`src/rtl/svic_pkg.sv`:
```
// Purpose: constants for the six source vectored interrupt unit
// Assumes: 8-bit data memory bus of the core, 13-bit program counter
// Notes: register offsets are data memory locations
package svic_pkg;
  // ==========================================================
  // register map
  localparam logic [7:0] SVIC_CTRL_LOW_ADDR = 8'h0B;
  localparam logic [7:0] SVIC_CTRL_HIGH_ADDR = 8'h1E;
  localparam logic [7:0] SVIC_CTRL_LOW_RST = 8'h00;
  localparam logic [7:0] SVIC_CTRL_HIGH_RST = 8'h00;
  // ==========================================================
  // low control register fields
  localparam int SVIC_GIE_BIT = 0;
  localparam int SVIC_EXT0_EN_BIT = 1;
  localparam int SVIC_EXT1_EN_BIT = 2;
  localparam int SVIC_TMR0_EN_BIT = 3;
  localparam int SVIC_EXT0_FLAG_BIT = 4;
  localparam int SVIC_EXT1_FLAG_BIT = 5;
  localparam int SVIC_TMR0_FLAG_BIT = 6;
  // ==========================================================
  // high control register fields
  localparam int SVIC_TMR1_EN_BIT = 0;
  localparam int SVIC_TICK_EN_BIT = 1;
  localparam int SVIC_RTC_EN_BIT = 2;
  localparam int SVIC_TMR1_FLAG_BIT = 4;
  localparam int SVIC_TICK_FLAG_BIT = 5;
  localparam int SVIC_RTC_FLAG_BIT = 6;
  // ==========================================================
  // sources, index equals priority order (0 highest)
  localparam int SVIC_NSRC = 6;
  localparam int SVIC_PC_W = 13;
  localparam int SVIC_STACK_DEPTH = 16;
  localparam logic [SVIC_PC_W-1:0] SVIC_VEC_EXT0 = 13'h0004;
  localparam logic [SVIC_PC_W-1:0] SVIC_VEC_EXT1 = 13'h0008;
  localparam logic [SVIC_PC_W-1:0] SVIC_VEC_TMR0 = 13'h000C;
  localparam logic [SVIC_PC_W-1:0] SVIC_VEC_TMR1 = 13'h0010;
  localparam logic [SVIC_PC_W-1:0] SVIC_VEC_TICK = 13'h0014;
  localparam logic [SVIC_PC_W-1:0] SVIC_VEC_RTC = 13'h0018;
  localparam logic [SVIC_PC_W-1:0] SVIC_VEC_NONE = 13'h0000;
  // ==========================================================
  // phase divider: four phases per instruction cycle
  localparam int SVIC_PHASES = 4;
  localparam logic [1:0] SVIC_PHASE_TWO = 2'h1;
endpackage : svic_pkg

```
`src/rtl/svic_edge_sync.sv`:
```
// Purpose: two-stage synchroniser with falling edge detect
// Assumes: input is asynchronous to sys_clk
// Notes: fall pulse lasts one cycle
`timescale 1ns/10ps
`default_nettype none
module svic_edge_sync
(
  // clock and reset
  input wire logic sys_clk,
  input wire logic rst_b,
  // line
  input wire logic line_in,
  output logic fall
);
  typedef struct packed {
    logic meta;
    logic sync;
    logic last;
  } svic_sync_t;
  svic_sync_t st_r;
  svic_sync_t st_nxt;

  always_comb
  begin
    st_nxt = st_r;
    st_nxt.meta = line_in;
    st_nxt.sync = st_r.meta;
    st_nxt.last = st_r.sync;
  end

  // idle high so that reset release is not seen as an edge
  always_ff @(posedge sys_clk or negedge rst_b)
  begin
    if (!rst_b)
      st_r <= 3'b111;
    else
      st_r <= st_nxt;
  end

  assign fall = st_r.last & ~st_r.sync;
endmodule : svic_edge_sync
`default_nettype wire

```
`src/rtl/svic_top.sv`:
```
// Purpose: six source vectored interrupt unit of an 8-bit core
// Assumes: core presents data memory writes and reads, return
//          stack state and instruction events on sys_clk
// Notes: acknowledge is taken only on the phase-two enable
//
// Overview of operation
// - six sources, each flag plus enable
// - acknowledge clears global enable
// - blocked requests still set their flags
// - stack full blocks every acknowledge
// - any source flag wakes halted core
// - push only PC, then branch vector
// - external falling edges set bits four, five
// - external vectors 04H, 08H; clear flag
// - timer 0 flag bit six, vector 0CH
// - timer 1 flag high bit four, 10H
// - tick flag high bit five, vector 14H
// - rtc flag high bit six, vector 18H
// - service holds others until re-enabled
// - reenabling return sets global enable
// - requests served on next phase-two edge
// - fixed priority ext0 first, rtc last
// - global enable clear masks all sources
// - low register at 0BH layout
// - high register at 1EH layout
// - low bits zero-three enables, seven zero
// - high bits zero-two enables, three/seven zero
// - flags hold until serviced or cleared
// - sixteen level stack, full blocks
`timescale 1ns/10ps
`default_nettype none
module svic_top
#(
  parameter int STACK_DEPTH = svic_pkg::SVIC_STACK_DEPTH
)
(
  // clock and reset
  input wire logic sys_clk,
  input wire logic rst_b,
  // external lines, active low edges
  input wire logic ext_line_0,
  input wire logic ext_line_1,
  // internal events, one-cycle pulses on sys_clk
  input wire logic tmr0_overflow,
  input wire logic tmr1_overflow,
  input wire logic tick_event,
  input wire logic rtc_event,
  // data memory access from the core
  input wire logic [7:0] mem_addr,
  input wire logic mem_wr,
  input wire logic [7:0] mem_wdata,
  input wire logic mem_rd,
  output logic [7:0] mem_rdata,
  output logic mem_hit,
  // program sequencer
  input wire logic [svic_pkg::SVIC_PC_W-1:0] pc_value,
  input wire logic [4:0] stack_index,
  input wire logic reenabling_return,
  input wire logic plain_return,
  input wire logic halted,
  // acknowledge to the sequencer
  output logic irq_ack,
  output logic [svic_pkg::SVIC_PC_W-1:0] irq_vector,
  output logic [svic_pkg::SVIC_PC_W-1:0] push_pc,
  output logic wake_up,
  output logic phase_two_clock
);
  import svic_pkg::*;

  // the 5-bit stack index cannot count past 31 levels
  if (STACK_DEPTH < 1 || STACK_DEPTH > 31)
  begin : g_bad_depth
    $error("svic_top: STACK_DEPTH out of range");
  end

  // ==========================================================
  // state
  typedef struct packed {
    logic [1:0] phase;
    logic gie;
    logic [SVIC_NSRC-1:0] en;
    logic [SVIC_NSRC-1:0] flag;
    logic ack;
    logic [SVIC_PC_W-1:0] vector;
    logic [SVIC_PC_W-1:0] pc;
    logic [7:0] rdata;
    logic hit;
    logic wake;
  } svic_state_t;
  svic_state_t st_r;
  svic_state_t st_nxt;

  // ==========================================================
  // vector per source index
  function automatic logic [SVIC_PC_W-1:0] svic_vec(input logic [2:0] idx);
    case (idx)
      3'h0: svic_vec = SVIC_VEC_EXT0;
      3'h1: svic_vec = SVIC_VEC_EXT1;
      3'h2: svic_vec = SVIC_VEC_TMR0;
      3'h3: svic_vec = SVIC_VEC_TMR1;
      3'h4: svic_vec = SVIC_VEC_TICK;
      3'h5: svic_vec = SVIC_VEC_RTC;
      default: svic_vec = SVIC_VEC_NONE;
    endcase
  endfunction : svic_vec

  // low register image from state
  function automatic logic [7:0] svic_low(input svic_state_t s);
    logic [7:0] v;
    v = 8'h00;
    v[SVIC_GIE_BIT] = s.gie;
    v[SVIC_EXT0_EN_BIT] = s.en[0];
    v[SVIC_EXT1_EN_BIT] = s.en[1];
    v[SVIC_TMR0_EN_BIT] = s.en[2];
    v[SVIC_EXT0_FLAG_BIT] = s.flag[0];
    v[SVIC_EXT1_FLAG_BIT] = s.flag[1];
    v[SVIC_TMR0_FLAG_BIT] = s.flag[2];
    svic_low = v;
  endfunction : svic_low

  function automatic logic [7:0] svic_high(input svic_state_t s);
    logic [7:0] v;
    v = 8'h00;
    v[SVIC_TMR1_EN_BIT] = s.en[3];
    v[SVIC_TICK_EN_BIT] = s.en[4];
    v[SVIC_RTC_EN_BIT] = s.en[5];
    v[SVIC_TMR1_FLAG_BIT] = s.flag[3];
    v[SVIC_TICK_FLAG_BIT] = s.flag[4];
    v[SVIC_RTC_FLAG_BIT] = s.flag[5];
    svic_high = v;
  endfunction : svic_high

  // one address decode shared by the write and read sides
  function automatic logic [1:0] svic_sel(input logic [7:0] addr);
    svic_sel = 2'b00;
    if (addr == SVIC_CTRL_LOW_ADDR)
      svic_sel = 2'b01;
    if (addr == SVIC_CTRL_HIGH_ADDR)
      svic_sel = 2'b10;
  endfunction : svic_sel

  // ==========================================================
  // external edge detection
  logic ext0_fall;
  logic ext1_fall;

  svic_edge_sync u_sync0
  (
    .sys_clk(sys_clk),
    .rst_b(rst_b),
    .line_in(ext_line_0),
    .fall(ext0_fall)
  );

  svic_edge_sync u_sync1
  (
    .sys_clk(sys_clk),
    .rst_b(rst_b),
    .line_in(ext_line_1),
    .fall(ext1_fall)
  );

  // ==========================================================
  // next state
  logic [SVIC_NSRC-1:0] hw_set;
  logic [SVIC_NSRC-1:0] pending;
  logic [SVIC_NSRC-1:0] grant;
  logic stack_full;
  logic phase_en;
  logic ack_allowed;
  logic wr_low;
  logic wr_high;
  logic rd_low;
  logic rd_high;
  logic [1:0] reg_sel;
  logic [2:0] win_idx;

  assign hw_set = {rtc_event, tick_event, tmr1_overflow, tmr0_overflow,
                   ext1_fall, ext0_fall};
  assign stack_full = (stack_index >= 5'(STACK_DEPTH));
  assign phase_en = (st_r.phase == SVIC_PHASE_TWO);
  // stack room and the phase-two point both gate the acknowledge
  assign ack_allowed = phase_en && !stack_full;
  assign reg_sel = svic_sel(mem_addr);
  assign wr_low = mem_wr && reg_sel[0];
  assign wr_high = mem_wr && reg_sel[1];
  assign rd_low = mem_rd && reg_sel[0];
  assign rd_high = mem_rd && reg_sel[1];
  // global enable gates every source
  assign pending = st_r.flag & st_r.en & {SVIC_NSRC{st_r.gie}};

  // lowest index wins
  always_comb
  begin
    grant = '0;
    win_idx = 3'h7;
    for (int i = SVIC_NSRC - 1; i >= 0; i--)
    begin
      if (pending[i])
      begin
        win_idx = 3'(i);
      end
    end
    if (win_idx != 3'h7 && ack_allowed)
      grant[win_idx] = 1'b1;
  end

  // ==========================================================
  // request flags
  wire logic [SVIC_NSRC-1:0] sw_flag;
  wire logic [SVIC_NSRC-1:0] flag_nxt;

  // software image first; a write of one raises a flag as well
  assign sw_flag[0] = wr_low ? mem_wdata[SVIC_EXT0_FLAG_BIT] : st_r.flag[0];
  assign sw_flag[1] = wr_low ? mem_wdata[SVIC_EXT1_FLAG_BIT] : st_r.flag[1];
  assign sw_flag[2] = wr_low ? mem_wdata[SVIC_TMR0_FLAG_BIT] : st_r.flag[2];
  assign sw_flag[3] = wr_high ? mem_wdata[SVIC_TMR1_FLAG_BIT] : st_r.flag[3];
  assign sw_flag[4] = wr_high ? mem_wdata[SVIC_TICK_FLAG_BIT] : st_r.flag[4];
  assign sw_flag[5] = wr_high ? mem_wdata[SVIC_RTC_FLAG_BIT] : st_r.flag[5];
  for (genvar g = 0; g < SVIC_NSRC; g++)
  begin : g_flag
    // hardware set last, so it beats a same-cycle clear
    assign flag_nxt[g] = (sw_flag[g] & ~grant[g]) | hw_set[g];
  end

  always_comb
  begin
    st_nxt = st_r;
    // wrap on the phase count, not on the counter width
    if (st_r.phase == 2'(SVIC_PHASES - 1))
      st_nxt.phase = 2'h0;
    else
      st_nxt.phase = st_r.phase + 2'h1;
    st_nxt.ack = 1'b0;
    // software writes first; hardware events and acks override
    if (wr_low)
    begin
      st_nxt.gie = mem_wdata[SVIC_GIE_BIT];
      st_nxt.en[0] = mem_wdata[SVIC_EXT0_EN_BIT];
      st_nxt.en[1] = mem_wdata[SVIC_EXT1_EN_BIT];
      st_nxt.en[2] = mem_wdata[SVIC_TMR0_EN_BIT];
    end
    if (wr_high)
    begin
      st_nxt.en[3] = mem_wdata[SVIC_TMR1_EN_BIT];
      st_nxt.en[4] = mem_wdata[SVIC_TICK_EN_BIT];
      st_nxt.en[5] = mem_wdata[SVIC_RTC_EN_BIT];
    end
    if (reenabling_return)
      st_nxt.gie = 1'b1;
    if (|grant)
    begin
      st_nxt.gie = 1'b0;
      st_nxt.ack = 1'b1;
      st_nxt.vector = svic_vec(win_idx);
      st_nxt.pc = pc_value;
    end
    // flags stick; winner cleared; a new event wins the same cycle
    st_nxt.flag = flag_nxt;
    st_nxt.wake = halted && (|st_r.flag);
    st_nxt.hit = rd_low || rd_high;
    if (rd_low)
      st_nxt.rdata = svic_low(st_r);
    else if (rd_high)
      st_nxt.rdata = svic_high(st_r);
    else
      st_nxt.rdata = 8'h00;
  end

  always_ff @(posedge sys_clk or negedge rst_b)
  begin
    if (!rst_b)
    begin
      st_r.phase <= 2'h0;
      st_r.gie <= SVIC_CTRL_LOW_RST[SVIC_GIE_BIT];
      st_r.en <= '0;
      st_r.flag <= '0;
      st_r.ack <= 1'b0;
      st_r.vector <= SVIC_VEC_NONE;
      st_r.pc <= '0;
      st_r.rdata <= 8'h00;
      st_r.hit <= 1'b0;
      st_r.wake <= 1'b0;
    end
    else
    begin
      st_r <= st_nxt;
    end
  end

  // ==========================================================
  // outputs
  assign irq_ack = st_r.ack;
  assign irq_vector = st_r.vector;
  assign push_pc = st_r.pc;
  assign mem_rdata = st_r.rdata;
  assign mem_hit = st_r.hit;
  assign wake_up = st_r.wake;
  assign phase_two_clock = phase_en;

  // plain return leaves the global enable alone
  logic unused_ok;
  assign unused_ok = plain_return;
endmodule : svic_top
`default_nettype wire

```
`config.mk`:
```
export PLATFORM = sky130hd
export DESIGN_NAME = svic_top
export DESIGN_NICKNAME = d
export VERILOG_FILES = /design/src/rtl/svic_pkg.sv /design/src/rtl/svic_edge_sync.sv /design/src/rtl/svic_top.sv
export SDC_FILE = /design/constraint.sdc
export NUM_CORES = 1
export LEC_CHECK = 0
export ABC_AREA = 1
export BUFFER_PORTS_ARGS = -buffer_cell sky130_fd_sc_hd__buf_2
export CAP_MARGIN = 20
export CORE_MARGIN = 3
export CORE_UTILIZATION = 50
export CTS_CLUSTER_SIZE = 16
export DETAILED_ROUTE_END_ITERATION = 8
export GPL_ROUTABILITY_DRIVEN = 1
export PLACE_DENSITY = 0.79
export SLEW_MARGIN = 30
export SYNTH_ARGS = -nofsm -noshare
export SYNTH_HDL_FRONTEND = slang
export SYNTH_SLANG_ARGS = --single-unit
```
`constraint.sdc`:
```
create_clock -name sys_clk -period 1.7 [get_ports sys_clk]
set_input_delay 0.34 -clock sys_clk [delete_from_list [all_inputs] [get_ports sys_clk]]
set_output_delay 0.34 -clock sys_clk [all_outputs]
set_load 0.03 [all_outputs]
```
==> flow_summary.toml <==
[timing]
period_share_pct = 89.53
grt_setup_unrepaired = "no"
setup-violations-final = 0
setup_tns_ps = 0
final_critical_path_setup_slack_ps = 177.9
timing.fmax_mhz = 657.0
fin_skew_ps = 4.668
period_needed_ps = 1522
report.final.hold_viol_count = 0
timing.final.max_slew_violations = 0

[place]
dp_slack_ps = 175.5
placement.io_buffers = 67
numPlacedInstances = 382
placed_cell_area_sq_mm = 0.002625
dp_hpwl_mm = 3.522
globalplace.congestion = 0.8622

[die]
core_region_area_sq_mm = 0.004504
boundaryPins = 85
initial_utilization_pct = 53.31
die_area_sq_mm = 0.005669
floorplan.die.width_um = 75.30
die_y_um = 75.30
placement_rows = 24

[worst_setup_path]
highest_cell_delay_on_the_worst_timing_path_ps = 470
start_kind = "register"
worst_setup_path_startpoint = "st_r[49]"
worst_setup_path_end_kind = "register"
reg2reg_from = "st_r[49]"
cp_slowest_cell = "sky130_fd_sc_hd__dfrtp_1"
timing_worst_setup_path_type = "register to register"
critical-path-top-cell-by-count = "sky130_fd_sc_hd__nand2_2"
worst_ep_required_time_ps = 1880
worstPathArrival_ps = 1700
cells_along_the_critical_path = "nand3_1 > nand2_2 > nor2_4 > nand2_2 > nand2_4 > o21ai_0"
critPathMaxFanout = 18

[synthesis]
synth_area_per_cell_sq_um = 8.454
yosys.area_share.xor_xnor_pct = 0
synth_warnings = 0
synth_area_sq_mm = 0.002401
postSynthCellCount = 284
synth_adder_area_share_pct = 1.042
post_synth_num_cell_types = 27
synth_compound_area_share_pct = 4.638
muxShareOfSynthArea_pct = 0
synth_top_family_by_area = "simple AND/OR/NAND/NOR gates"
synth_sequential_area_ratio_pct = 49.30
synth_seq_cells = 47
post_synth_and_or_nand_nor_area_fraction_pct = 26.68

[pwr]
leakage_component_of_the_power_nw = 1.610
switching_share_pct = 29.24
cellPowerDensity_mw_per_mm2 = 833.0
p_comb_share_pct = 17.7
ir_drop_mv = 0.5166
power_frac_seq_pct = 53.8
internal_power_mw = 1.597
p_clk_share_pct = 28.4
switching_power_mw = 0.6601

[grt]
grt_pass1_vias = 1748
met3_demand_to_capacity_share_in_global_routing_pct = 4.881
grt_util_all_layers_pct = 17.77
global_route.usage.met1_pct = 23.65
grt_max_degree = 48
grt_antenna_before_repair = 0
global_route.overflow_total = 0
most_crowded_layer_after_global_routing = "met2"
grt_util_met2_pct = 28.86
first_pass_grt_wire_length_mm = 7.728

[final_layout]
layout.cell_area.non_filler_sq_mm = 0.002710
stdcell_count = 390
multi_input_area_sq_um = 820.8
diodes_inserted = 0
final_net_count = 386
drive_gt1_share_pct = 31.07
register_area_sq_mm = 0.001184
number_of_fill_cells = 413
layout.cells.most_common_list = "sky130_fd_sc_hd__nand2_1 (92), sky130_fd_sc_hd__buf_2 (67), sky130_fd_sc_hd__dfrtp_1 (41), sky130_fd_sc_hd__inv_1 (37), sky130_fd_sc_hd__conb_1 (11)"
area_growth_syn_to_layout_pct = 12.87
fin_util_pct = 60.17
layout_commonest_cell = "sky130_fd_sc_hd__nand2_1"

[drt]
first_drt_pass_iteration_count = 4
avgRoutedWirePerCell_um = 11.85
routed_via_density = 4.741
ant_nets = 0
route.final.wire_length_mm = 4.620
detail_route.drc_violations = 0
starting_drt_drc_count = 138
routed_via_count = 1849

[hold_path]
worst_min_path_class = "primary input to asynchronous set/reset pin"

[clock_network]
clock_insertion_delay_worst_skew_ps = 290
cts_sinks = 47
cts.reportedPaths.clkPinSlew_ps = 80
post_cts_resized = 0
cts.htree.levels = 2
cts_inserted_buffers = 5
cts_hold_buf = 0
clock_path_buffers = 2
cts_setup_buffers = 0
tritoncts = "built"
cts.root.buffer_cell = "sky130_fd_sc_hd__clkbuf_8"

[flow_run]
maxCapViolCount = 0

[status]
status = "finished, final reports clean"
[metal layers]
layer / wire length [um] / vias to the layer above
met5: 0 / -
met3: 266 / 5
li1: - / 940
met4: 42 / 0
met1: 2037 / 846
met2: 2273 / 58
[area by class of cell]
class | instances | area share (%)
well taps | 52 | 2.401
repair buffers | 74 | 15.24
clock buffers | 6 | 2.678
multi-input cells | 171 | 30.29
flip-flops and latches | 47 | 43.68
clock inverters | 2 | 0.4617
inverters | 38 | 5.263
[power by group through the flow]
stage	Sequential [mW]	Combinational (mW)	Clock [mW]
floorplan	1.23	0.330	0
global placement	1.23	0.396	0
detailed placement	1.24	0.403	0
CTS	1.22	0.405	0.668
global route	1.22	0.446	0.704
finish	1.21	0.401	0.642
[state kept, by name, summed over array words and instances (netlist names)]
| register | flops |
|---|---|
| wake_up | 1 |
| u_sync0.st_r | 1 |
| irq_vector | 3 |
| irq_ack | 1 |
| push_pc | 13 |
| st_r | 15 |
| u_sync1.st_nxt | 2 |
| mem_rdata | 7 |
| u_sync0.st_nxt | 2 |
| mem_hit | 1 |
| u_sync1.st_r | 1 |
[logic make-up after synthesis]
kind of cell | Yosys count
AO/OA/AOI/OAI | 18
adder cells (fa/ha/maj) | 2
buffers and inverters | 76
flip-flops | 47
other | 1
AND/OR/NAND/NOR | 140
[worst max-delay path, delay by kind of cell (launching register included)]
kind	cells	cell delay [ps]
and+or+nand+nor	5	810
DFF	1	470
AOI/OAI and AO/OA	1	110
[Yosys cell counts]
cell type | count | area [sq um]
sky130_fd_sc_hd__inv_2 | 1 | 3.750
sky130_fd_sc_hd__nor2_1 | 11 | 41.29
sky130_fd_sc_hd__nor3_2 | 2 | 20.02
sky130_fd_sc_hd__nor2_4 | 1 | 11.26
sky130_fd_sc_hd__ha_1 | 2 | 25.02
sky130_fd_sc_hd__dfrtp_1 | 41 | 1026
sky130_fd_sc_hd__or2_1 | 1 | 6.260
sky130_fd_sc_hd__buf_6 | 3 | 33.78
sky130_fd_sc_hd__conb_1 | 1 | 3.750
sky130_fd_sc_hd__nor3_1 | 1 | 5.000
sky130_fd_sc_hd__dfstp_2 | 6 | 157.7
sky130_fd_sc_hd__nand2_2 | 7 | 43.79
sky130_fd_sc_hd__buf_4 | 34 | 255.2
sky130_fd_sc_hd__nand2_1 | 92 | 345.3
sky130_fd_sc_hd__nand3b_1 | 3 | 22.52
sky130_fd_sc_hd__nand3_2 | 4 | 40.04
sky130_fd_sc_hd__nand2_4 | 1 | 11.26
sky130_fd_sc_hd__nand3_1 | 10 | 50.05
sky130_fd_sc_hd__o31ai_1 | 1 | 7.510
sky130_fd_sc_hd__a21oi_1 | 2 | 10.01
sky130_fd_sc_hd__o21ai_0 | 6 | 30.03
sky130_fd_sc_hd__o21ai_1 | 2 | 10.01
sky130_fd_sc_hd__nand4_1 | 7 | 43.79
sky130_fd_sc_hd__buf_2 | 1 | 5.000
sky130_fd_sc_hd__inv_1 | 37 | 138.9
sky130_fd_sc_hd__a21oi_4 | 1 | 16.27
sky130_fd_sc_hd__o22ai_1 | 6 | 37.54
[through the flow]
step	total power, mW	hold WS (ps)
floorplan	1.561	44.41
global placement	1.630	339.2
detailed placement	1.639	339.8
CTS	2.288	12.35
global route	2.372	17.63
finish	2.257	14.27
[worst paths after layout]
kind | cells past startpoint | slack (ps) | to
max | 6 | 180 | irq_vector[2]
min | 2 | 10 | st_r[47]
max reg2reg | 6 | 180 | irq_vector[2]
min reg2reg | 0 | 360 | u_sync1.st_nxt[0]
max in group asynchronous | 2 | 1420 | u_sync1.st_nxt[0]
min in group sys_clk | 1 | 140 | u_sync1.st_nxt[1]
Power figures use the tool's default switching activity.
